`src/include/dds_regs_pkg.sv`:
```
// Register map, field layout and reset values of the tuning, sync and ramp bank
package dds_regs_pkg;
   localparam logic [7:0] ADDR_FREQUENCY_WORD = 8'h07;
   localparam logic [7:0] ADDR_PHASE_OFFSET = 8'h08;
   localparam logic [7:0] ADDR_AMPLITUDE_SCALE = 8'h09;
   localparam logic [7:0] ADDR_MULTICHIP_SYNC = 8'h0a;
   localparam logic [7:0] ADDR_RAMP_LIMITS = 8'h0b;
   localparam logic [7:0] ADDR_RAMP_STEPS = 8'h0c;
   localparam logic [7:0] ADDR_RAMP_RATES = 8'h0d;
   localparam int FIRST_ADDR = 7;
   localparam int NUM_REGS = 7;
   // Byte counts per register
   localparam logic [3:0] BYTES_FREQUENCY_WORD = 4'h4;
   localparam logic [3:0] BYTES_PHASE_OFFSET = 4'h2;
   localparam logic [3:0] BYTES_AMPLITUDE_SCALE = 4'h4;
   localparam logic [3:0] BYTES_MULTICHIP_SYNC = 4'h4;
   localparam logic [3:0] BYTES_RAMP_LIMITS = 4'h8;
   localparam logic [3:0] BYTES_RAMP_STEPS = 4'h8;
   localparam logic [3:0] BYTES_RAMP_RATES = 4'h4;
   // Writable bit masks; open bits stay zero
   localparam logic [63:0] MASK_PHASE_OFFSET = 64'h0000_0000_0000_ffff;
   localparam logic [63:0] MASK_WORD32 = 64'h0000_0000_ffff_ffff;
   localparam logic [63:0] MASK_MULTICHIP_SYNC = 64'h0000_0000_fefc_f8f8;
   localparam logic [63:0] MASK_WORD64 = 64'hffff_ffff_ffff_ffff;
   localparam logic [63:0] RESET_VALUE = 64'h0000_0000_0000_0000;
   // Amplitude scale fields
   localparam int ASF_RATE_HI = 31;
   localparam int ASF_RATE_LO = 16;
   localparam int ASF_SCALE_HI = 15;
   localparam int ASF_SCALE_LO = 2;
   localparam int ASF_STEP_HI = 1;
   localparam int ASF_STEP_LO = 0;
   localparam logic [1:0] KEYING_AUTO = 2'h3;
   // Multichip sync fields
   localparam int SYNC_VALID_HI = 31;
   localparam int SYNC_VALID_LO = 28;
   localparam int SYNC_RX_EN_BIT = 27;
   localparam int SYNC_GEN_EN_BIT = 26;
   localparam int SYNC_GEN_POL_BIT = 25;
   localparam int SYNC_PRESET_HI = 23;
   localparam int SYNC_PRESET_LO = 18;
   localparam int SYNC_OUT_DLY_HI = 15;
   localparam int SYNC_OUT_DLY_LO = 11;
   localparam int SYNC_IN_DLY_HI = 7;
   localparam int SYNC_IN_DLY_LO = 3;
   // Ramp fields
   localparam int RAMP_HI_HI = 63;
   localparam int RAMP_HI_LO = 32;
   localparam int RAMP_LO_HI = 31;
   localparam int RAMP_LO_LO = 0;
   localparam int RATE_NEG_HI = 31;
   localparam int RATE_NEG_LO = 16;
   localparam int RATE_POS_HI = 15;
   localparam int RATE_POS_LO = 0;
endpackage : dds_regs_pkg

```
`src/dds_reg_store.sv`:
```
// Storage of the seven registers, read data registered
`timescale 1ns/10ps
module dds_reg_store
   import dds_regs_pkg::*;
(
   input wire logic CLOCK,
   input wire logic RST,
   input wire logic wr_en,
   input wire logic [2:0] wr_idx,
   input wire logic [63:0] wr_data,
   input wire logic [2:0] rd_idx,
   output logic [63:0] rd_data_q,
   output logic [NUM_REGS*64-1:0] all_q
);
   // ==========================================
   // Mask table
   function automatic logic [63:0] mask_of(input int i);
      case (i)
         0: mask_of = MASK_WORD32;
         1: mask_of = MASK_PHASE_OFFSET;
         2: mask_of = MASK_WORD32;
         3: mask_of = MASK_MULTICHIP_SYNC;
         4: mask_of = MASK_WORD64;
         5: mask_of = MASK_WORD64;
         6: mask_of = MASK_WORD32;
         default: mask_of = RESET_VALUE;
      endcase
   endfunction : mask_of

   // ==========================================
   // Entries
   genvar g;
   generate
      for (g = 0; g < NUM_REGS; g++) begin : g_reg
         logic [63:0] reg_q;
         always_ff @(posedge CLOCK) begin
            if (RST) begin
               reg_q <= RESET_VALUE;
            end else if (wr_en && wr_idx == 3'(g)) begin
               reg_q <= wr_data & mask_of(g);
            end
         end
         assign all_q[g*64 +: 64] = reg_q;
      end
   endgenerate

   always_ff @(posedge CLOCK) begin
      if (RST) begin
         rd_data_q <= RESET_VALUE;
      end else if (rd_idx < 3'(NUM_REGS)) begin
         rd_data_q <= all_q[rd_idx*64 +: 64];
      end else begin
         rd_data_q <= RESET_VALUE;
      end
   end
endmodule : dds_reg_store

```
`src/dds_tuning_sync_ramp_regs.sv`:
```
// Tuning, multichip sync and ramp register bank with byte-serial access
`timescale 1ns/10ps
module dds_tuning_sync_ramp_regs
   import dds_regs_pkg::*;
(
   input wire logic CLOCK,
   input wire logic RST,
   input wire logic ACCESS_START,
   input wire logic ACCESS_WRITE,
   input wire logic [7:0] ACCESS_ADDR,
   input wire logic BYTE_VALID,
   input wire logic [7:0] BYTE_IN,
   input wire logic [1:0] KEYING_CONTROL,
   input wire logic RAMP_ENABLE,
   output logic [7:0] BYTE_OUT,
   output logic BYTE_OUT_VALID,
   output logic ACCESS_DONE,
   output logic ADDR_ERROR,
   output logic [31:0] FREQUENCY_WORD,
   output logic [15:0] PHASE_OFFSET,
   output logic [13:0] AMPLITUDE_SCALE,
   output logic [15:0] AMPLITUDE_RAMP_RATE,
   output logic [1:0] AMPLITUDE_STEP,
   output logic [3:0] SYNC_VALIDATION_DELAY,
   output logic SYNC_RECEIVER_ENABLE,
   output logic SYNC_GENERATOR_ENABLE,
   output logic SYNC_GENERATOR_FALLING,
   output logic [5:0] SYNC_STATE_PRESET,
   output logic [4:0] SYNC_OUTPUT_DELAY,
   output logic [4:0] SYNC_INPUT_DELAY,
   output logic [31:0] RAMP_UPPER_LIMIT,
   output logic [31:0] RAMP_LOWER_LIMIT,
   output logic [31:0] RAMP_DECREMENT_STEP,
   output logic [31:0] RAMP_INCREMENT_STEP,
   output logic [15:0] RAMP_DECREMENT_RATE,
   output logic [15:0] RAMP_INCREMENT_RATE
);
   // ==========================================
   // Access sequencer
   typedef enum logic [3:0] {
      S_IDLE = 4'b0001,
      S_WRITE = 4'b0010,
      S_READ = 4'b0100,
      S_COMMIT = 4'b1000
   } state_t;

   state_t state_q;
   logic [2:0] idx_q;
   logic [3:0] count_q;
   logic [3:0] len_q;
   logic [63:0] shift_q;
   logic wr_en;
   logic [63:0] rd_data_q;
   logic [NUM_REGS*64-1:0] all_q;
   logic addr_ok;
   logic [3:0] len_of_addr;
   logic [2:0] idx_of_addr;
   logic [2:0] rd_sel;

   always_comb begin
      addr_ok = 1'b1;
      len_of_addr = BYTES_FREQUENCY_WORD;
      case (ACCESS_ADDR)
         ADDR_FREQUENCY_WORD: len_of_addr = BYTES_FREQUENCY_WORD;
         ADDR_PHASE_OFFSET: len_of_addr = BYTES_PHASE_OFFSET;
         ADDR_AMPLITUDE_SCALE: len_of_addr = BYTES_AMPLITUDE_SCALE;
         ADDR_MULTICHIP_SYNC: len_of_addr = BYTES_MULTICHIP_SYNC;
         ADDR_RAMP_LIMITS: len_of_addr = BYTES_RAMP_LIMITS;
         ADDR_RAMP_STEPS: len_of_addr = BYTES_RAMP_STEPS;
         ADDR_RAMP_RATES: len_of_addr = BYTES_RAMP_RATES;
         default: addr_ok = 1'b0;
      endcase
      idx_of_addr = 3'(ACCESS_ADDR - 8'(FIRST_ADDR));
   end

   // Bytes arrive most significant first, as on the serial port
   always_ff @(posedge CLOCK) begin
      if (RST) begin
         state_q <= S_IDLE;
         idx_q <= 3'h0;
         count_q <= 4'h0;
         len_q <= 4'h0;
         shift_q <= RESET_VALUE;
      end else begin
         case (state_q)
            S_IDLE: begin
               if (ACCESS_START && addr_ok) begin
                  idx_q <= idx_of_addr;
                  len_q <= len_of_addr;
                  count_q <= 4'h0;
                  shift_q <= RESET_VALUE;
                  state_q <= ACCESS_WRITE ? S_WRITE : S_READ;
               end
            end
            S_WRITE: begin
               if (BYTE_VALID) begin
                  shift_q <= {shift_q[55:0], BYTE_IN};
                  count_q <= count_q + 4'h1;
                  if (count_q + 4'h1 == len_q) begin
                     state_q <= S_COMMIT;
                  end
               end
            end
            S_COMMIT: state_q <= S_IDLE;
            S_READ: begin
               // Read data register loads on the same edge as the index capture, so the shift register takes it one cycle later
               if (count_q == 4'h0) begin
                  shift_q <= rd_data_q << (7'(8 - len_q) * 7'd8);
                  count_q <= 4'h1;
               end else if (BYTE_VALID) begin
                  shift_q <= {shift_q[55:0], 8'h00};
                  count_q <= count_q + 4'h1;
                  if (count_q == len_q) begin
                     state_q <= S_IDLE;
                  end
               end
            end
            default: state_q <= S_IDLE;
         endcase
      end
   end

   assign wr_en = (state_q == S_COMMIT);
   // Store index follows the address while idle, so a read never loads stale data
   assign rd_sel = (state_q == S_IDLE) ? idx_of_addr : idx_q;

   always_ff @(posedge CLOCK) begin
      if (RST) begin
         BYTE_OUT <= 8'h00;
         BYTE_OUT_VALID <= 1'b0;
         ACCESS_DONE <= 1'b0;
         ADDR_ERROR <= 1'b0;
      end else begin
         BYTE_OUT_VALID <= (state_q == S_READ) && BYTE_VALID && count_q != 4'h0;
         BYTE_OUT <= shift_q[63:56];
         ACCESS_DONE <= wr_en || ((state_q == S_READ) && BYTE_VALID && count_q == len_q);
         ADDR_ERROR <= ACCESS_START && (state_q == S_IDLE) && !addr_ok;
      end
   end

   dds_reg_store u_store (
      .CLOCK(CLOCK),
      .RST(RST),
      .wr_en(wr_en),
      .wr_idx(idx_q),
      .wr_data(shift_q),
      .rd_idx(rd_sel),
      .rd_data_q(rd_data_q),
      .all_q(all_q)
   );

   // ==========================================
   // Field outputs
   logic [63:0] r_freq, r_phase, r_amp, r_sync, r_lim, r_step, r_rate;
   assign r_freq = all_q[0*64 +: 64];
   assign r_phase = all_q[1*64 +: 64];
   assign r_amp = all_q[2*64 +: 64];
   assign r_sync = all_q[3*64 +: 64];
   assign r_lim = all_q[4*64 +: 64];
   assign r_step = all_q[5*64 +: 64];
   assign r_rate = all_q[6*64 +: 64];

   logic keying_auto;
   assign keying_auto = (KEYING_CONTROL == KEYING_AUTO);

   always_ff @(posedge CLOCK) begin
      if (RST) begin
         FREQUENCY_WORD <= 32'h0;
         PHASE_OFFSET <= 16'h0;
         AMPLITUDE_SCALE <= 14'h0;
         AMPLITUDE_RAMP_RATE <= 16'h0;
         AMPLITUDE_STEP <= 2'h0;
      end else begin
         FREQUENCY_WORD <= r_freq[31:0];
         PHASE_OFFSET <= r_phase[15:0];
         AMPLITUDE_SCALE <= r_amp[ASF_SCALE_HI:ASF_SCALE_LO];
         AMPLITUDE_RAMP_RATE <= keying_auto ? r_amp[ASF_RATE_HI:ASF_RATE_LO] : 16'h0;
         AMPLITUDE_STEP <= keying_auto ? r_amp[ASF_STEP_HI:ASF_STEP_LO] : 2'h0;
      end
   end

   always_ff @(posedge CLOCK) begin
      if (RST) begin
         SYNC_VALIDATION_DELAY <= 4'h0;
         SYNC_RECEIVER_ENABLE <= 1'b0;
         SYNC_GENERATOR_ENABLE <= 1'b0;
         SYNC_GENERATOR_FALLING <= 1'b0;
         SYNC_STATE_PRESET <= 6'h0;
         SYNC_OUTPUT_DELAY <= 5'h0;
         SYNC_INPUT_DELAY <= 5'h0;
      end else begin
         SYNC_VALIDATION_DELAY <= r_sync[SYNC_VALID_HI:SYNC_VALID_LO];
         SYNC_RECEIVER_ENABLE <= r_sync[SYNC_RX_EN_BIT];
         SYNC_GENERATOR_ENABLE <= r_sync[SYNC_GEN_EN_BIT];
         SYNC_GENERATOR_FALLING <= r_sync[SYNC_GEN_POL_BIT];
         SYNC_STATE_PRESET <= r_sync[SYNC_PRESET_HI:SYNC_PRESET_LO];
         SYNC_OUTPUT_DELAY <= r_sync[SYNC_OUT_DLY_HI:SYNC_OUT_DLY_LO];
         SYNC_INPUT_DELAY <= r_sync[SYNC_IN_DLY_HI:SYNC_IN_DLY_LO];
      end
   end

   // Ramp values gated to zero so a disabled generator sees nothing stale
   always_ff @(posedge CLOCK) begin
      if (RST || !RAMP_ENABLE) begin
         RAMP_UPPER_LIMIT <= 32'h0;
         RAMP_LOWER_LIMIT <= 32'h0;
         RAMP_DECREMENT_STEP <= 32'h0;
         RAMP_INCREMENT_STEP <= 32'h0;
         RAMP_DECREMENT_RATE <= 16'h0;
         RAMP_INCREMENT_RATE <= 16'h0;
      end else begin
         RAMP_UPPER_LIMIT <= r_lim[RAMP_HI_HI:RAMP_HI_LO];
         RAMP_LOWER_LIMIT <= r_lim[RAMP_LO_HI:RAMP_LO_LO];
         RAMP_DECREMENT_STEP <= r_step[RAMP_HI_HI:RAMP_HI_LO];
         RAMP_INCREMENT_STEP <= r_step[RAMP_LO_HI:RAMP_LO_LO];
         RAMP_DECREMENT_RATE <= r_rate[RATE_NEG_HI:RATE_NEG_LO];
         RAMP_INCREMENT_RATE <= r_rate[RATE_POS_HI:RATE_POS_LO];
      end
   end
endmodule : dds_tuning_sync_ramp_regs

```
`config.mk`:
```
export PLATFORM = sky130hd
export DESIGN_NAME = dds_tuning_sync_ramp_regs
export DESIGN_NICKNAME = d
export VERILOG_FILES = /design/src/include/dds_regs_pkg.sv /design/src/dds_reg_store.sv /design/src/dds_tuning_sync_ramp_regs.sv
export SDC_FILE = /design/constraint.sdc
export NUM_CORES = 1
export LEC_CHECK = 0
export ABC_CLOCK_PERIOD_IN_PS = 3200
export BUFFER_PORTS_ARGS = -buffer_cell sky130_fd_sc_hd__buf_2
export CAP_MARGIN = 20
export CORE_MARGIN = 5
export CORE_UTILIZATION = 56
export CTS_CLUSTER_SIZE = 14
export DETAILED_ROUTE_END_ITERATION = 16
export PLACE_DENSITY = 0.85
export SLEW_MARGIN = 5
export SYNTH_ARGS = -nofsm -noshare
export SYNTH_HDL_FRONTEND = slang
export SYNTH_SLANG_ARGS = --single-unit
export TNS_END_PERCENT = 100
```
`constraint.sdc`:
```
create_clock -name CLOCK -period 3.2 [get_ports CLOCK]
set_input_delay 0 -clock CLOCK [delete_from_list [all_inputs] [get_ports CLOCK]]
set_output_delay 0 -clock CLOCK [all_outputs]
set_load 0.02 [all_outputs]
```
==> results.py <==
metrics = {
    "run_status": {
        "outcome": "completed",
    },
    "min_path": {
        "hold_depth": 5,
        "hold_path_class": "in2reg",
        "worstHoldStart": "ACCESS_ADDR[1]",
        "min_to": "idx_q[1]$_SDFFE_PP0P_",
    },
    "timing": {
        "max_freq_mhz": 331,
        "clock_skew_ps": 28.2,
        "finalSetupTns_ps": 0,
        "setup_viol": 0,
        "rsz0062_at_grt": "false",
        "setup_slack_ps": 182,
        "hold_viol_final": 0,
        "period_minus_slack_ps": 3020,
        "slew_viol_final": 0,
        "relSlewSlack_pct": 34.0,
        "tightest_slew_ps": 990,
        "fin_crit_sh_pct": 94.3,
        "holdWs_ps": 24.1,
    },
    "yosys": {
        "synth_nets": 2669,
        "syn-mean-instance-area_um2": 9.33,
        "syn-instance-count": 2638,
        "seq_area_frac_synth_pct": 55.2,
        "ys_types": 55,
        "ys_seq_elements": 679,
        "synthArstFlopShare_pct": 0,
        "synth_area_mm2": 0.0246,
        "synth_warnings": 0,
        "synth_edf_count": 0,
        "ys.flop_type": "dfxtp_1",
    },
    "floorplanning": {
        "start_util_pct": 56.9,
        "core-area_mm2": 0.0433,
        "dieArea_mm2": 0.0482,
        "die_x_um": 220,
        "die_h_um": 220,
        "ios": 298,
        "num_rows": 76,
    },
    "layout": {
        "fill_cells": 3180,
        "nets": 2871,
        "final_area_mm2": 0.0290,
        "drive_gt1_share_pct": 18.8,
        "area_growth_pct": 17.8,
    },
    "pwr": {
        "powerDensity_mw_per_mm2": 681,
        "p_sw_mw": 5.35,
        "leakage_nw": 11.1,
        "p_comb_share_pct": 11.9,
        "clock_power_share_pct": 41.1,
        "swShare_pct": 27.1,
        "power_mw": 19.8,
        "p_seq_share_pct": 47.0,
        "p_int_mw": 14.4,
        "irDropWorstVdd_mv": 0.476,
    },
    "run": {
        "cap_violations": 0,
    },
    "setup_path": {
        "critPathMaxFanout": 6,
        "timing.rr.start": "count_q[0]$_SDFFE_PP0P_",
        "crit_top_cell": "dlygate4sd3_1",
        "r2r_end": "state_q[2]$_SDFFE_PP0P_",
        "cp-end-kind": "flip-flop",
        "worstSetupStartpointType": "flip-flop",
        "slowest_delay_ps": 610,
        "crit_arrival_ps": 3490,
        "reg2reg_depth": 9,
        "required_ps": 3670,
        "slowest_stage": "dlygate4sd3_1",
        "criticalPathCategory": "reg2reg",
        "r2r_slack_ps": 180,
        "path_cells": "inv_1, ha_1, nor3b_1, nand2_1, o221a_2, nand4_1, dlygate4sd3_1, a21oi_1, dlygate4sd3_1",
    },
    "placed_design": {
        "port_buffers": 297,
        "dp_hpwl_um": 49000,
        "place_ws_ps": 566,
        "place_area_mm2": 0.0265,
        "gp_congestion": 0.921,
    },
    "global_routing": {
        "use_met1_pct": 38.4,
        "met2_usage_pct": 49.5,
        "grt_max_degree": 148,
        "grt_util_met3_pct": 6.37,
        "antenna_found_initial": 3,
        "grt.total_usage_pct": 30.2,
        "gr-max-usage-layer": "met2",
        "grt_pass1_wl_um": 116000,
        "overflow": 0,
        "grt_pass1_vias": 20200,
    },
    "detailed_routing": {
        "dr.pass1.iters": 5,
        "drc": 0,
        "viasPerCell": 5.92,
        "drtIter0Drc": 2384,
        "ant_nets": 0,
        "drt-total-wl_um": 75300,
        "routedWlPerCell_um": 21.7,
        "vias": 20600,
    },
    "clock_tree": {
        "clk_pin_slew_ps": 60,
        "cts_inserted_buffers": 68,
        "clk_latency_ps": 590,
        "numClockSinks": 679,
        "cts_setup_buffers": 0,
        "cts_root_buf": "clkbuf_16",
        "cts_tree": "yes",
        "htreeDepth": 3,
        "clockBufferDepth": 3,
    },
}
==> critical path, delay by kind of cell (launching register included) <==
kind | cells | cell delay [ps]
buffers and inverters | 3 | 1240
and+or+nand+nor | 3 | 890
AOI/OAI and AO/OA | 2 | 290
adders and majority gates | 1 | 130
DFF | 1 | 360
==> power groups by stage <==
stage	combinational, mW	clock (mW)	sequential, mW
after floorplan	1.70	0	8.99
after detailed placement	2.24	0	9.40
final	2.36	8.12	9.28
after global routing	2.45	8.57	9.25
after global placement	2.18	0	9.39
after CTS	2.29	8.16	9.22
==> repair_timing <==
item,in CTS,in global routing
hold buffers,23,0
gates resized for setup,0,1
endpoints found under the hold margin,111,0
endpoints found under the setup margin,0,1
==> state kept, by name, summed over array words and instances, names as in the netlist, 8 cells and up <==
name	cells
RAMP_INCREMENT_STEP	32
BYTE_OUT	8
RAMP_INCREMENT_RATE	16
AMPLITUDE_RAMP_RATE	16
u_store.g.reg_q	263
AMPLITUDE_SCALE	14
PHASE_OFFSET	16
u_store.rd_data_q	64
RAMP_UPPER_LIMIT	32
shift_q	64
FREQUENCY_WORD	32
RAMP_LOWER_LIMIT	32
RAMP_DECREMENT_STEP	32
RAMP_DECREMENT_RATE	16
==> synth_stat cells (all sizes together), types with 4 or more instances <==
library cell  instances  area [µm²]
mux4                  6         135
buf                  36         180
nand2               571        2140
a221oi               39         342
nor4b                 4        56.3
a211oi               75         563
nor3                 23         130
a22oi                38         285
nor2b                96         601
a2bb2oi              17         149
a21o                  6        45.0
nand3                 4        20.0
mux2i               114        1140
o21ai                17        88.8
ha                    7        87.6
a32oi                16         140
xor2                  6        52.6
a21oi               333        1670
nor3b                 7        57.6
inv                   7        26.3
mux2                 60         676
and2                181        1130
nor2                 59         221
clkbuf              200         773
dfxtp               679       13600
or3                   5        31.3
==> worst max-delay path by stage <==
stage / startpoint / end / depth (start not counted) / slack [ps]
after floorplan: len_q[1]$_SDFFE_PP0P_ / shift_q[53]$_SDFFE_PP0P_ / 10 / 250
after CTS: state_q[2]$_SDFFE_PP0P_ / state_q[2]$_SDFFE_PP0P_ / 7 / 160
after detailed placement: count_q[0]$_SDFFE_PP0P_ / shift_q[31]$_SDFFE_PP0P_ / 7 / 570
final: count_q[0]$_SDFFE_PP0P_ / state_q[2]$_SDFFE_PP0P_ / 9 / 180
after global routing: count_q[1]$_SDFFE_PP0P_ / state_q[2]$_SDFFE_PP0P_ / 9 / 30
after global placement: state_q[2]$_SDFFE_PP0P_ / u_store.rd_data_q[29]$_SDFF_PP0_ / 6 / 660
==> per-layer routing <==
layer / up-vias / share of wire, % / wire [µm]
met1: 9751 / 38 / 28300
met3: 276 / 10 / 7840
met4: 2 / 5.0 / 3790
met5: - / 0.015 / 11
met2: 1260 / 47 / 35400
li1: 9269 / - / -
==> cell usage in the layout (no fill, tap or decap), types with 7 or more instances in the layout <==
cell type and n:
buf_4 38, dlygate4sd3_1 23, a2bb2oi_1 17, inv_1 7, clkbuf_1 13, clkinv_2 7
o21ai_0 16, mux2i_1 110, and2_1 180, clkbuf_8 14, buf_12 9, dfxtp_1 678
a22oi_1 38, buf_2 296, nand2_1 571, a221oi_1 39, nor3_1 19, nor2_1 57
a32oi_1 16, nor2b_1 95, clkbuf_16 71, a21oi_1 333, mux2_2 60, a211oi_1 75
==> kinds of logic after synthesis <==
kind of cell / after synthesis / share of synthesized area (%)
muxes: 180 / 7.95
DFF: 679 / 55.2
buffers and inverters: 244 / 4.00
xor gates and xnor gates: 9 / 0.320
and+or+nand+nor: 963 / 18.3
adders and majority gates: 7 / 0.356
AOI/OAI and AO/OA: 556 / 13.8
==> through the flow <==
stage | utilization, % | instances
after detailed placement | 61.2 | 3332
after global routing | 67.0 | 3472
final | 67.0 | 3473
after floorplan | - | 2638
after CTS | 67.0 | 3471
after global placement | 61.2 | 3331
==> layout make-up <==
| class | instances | area, µm² | share of cell area (%) |
|---|---|---|---|
| multi-input cells | 1715 | 10100 | 35.0 |
| flip-flops and latches | 679 | 13600 | 46.9 |
| clock inverters | 18 | 260 | 0.898 |
| diodes | 2 | 5.00 | 0.0173 |
| well taps | 585 | 732 | 2.52 |
| clock buffers | 98 | 2020 | 6.96 |
| repair buffers | 368 | 2210 | 7.61 |
| inverters | 8 | 30.0 | 0.104 |
Power figures use the tool's default switching activity.
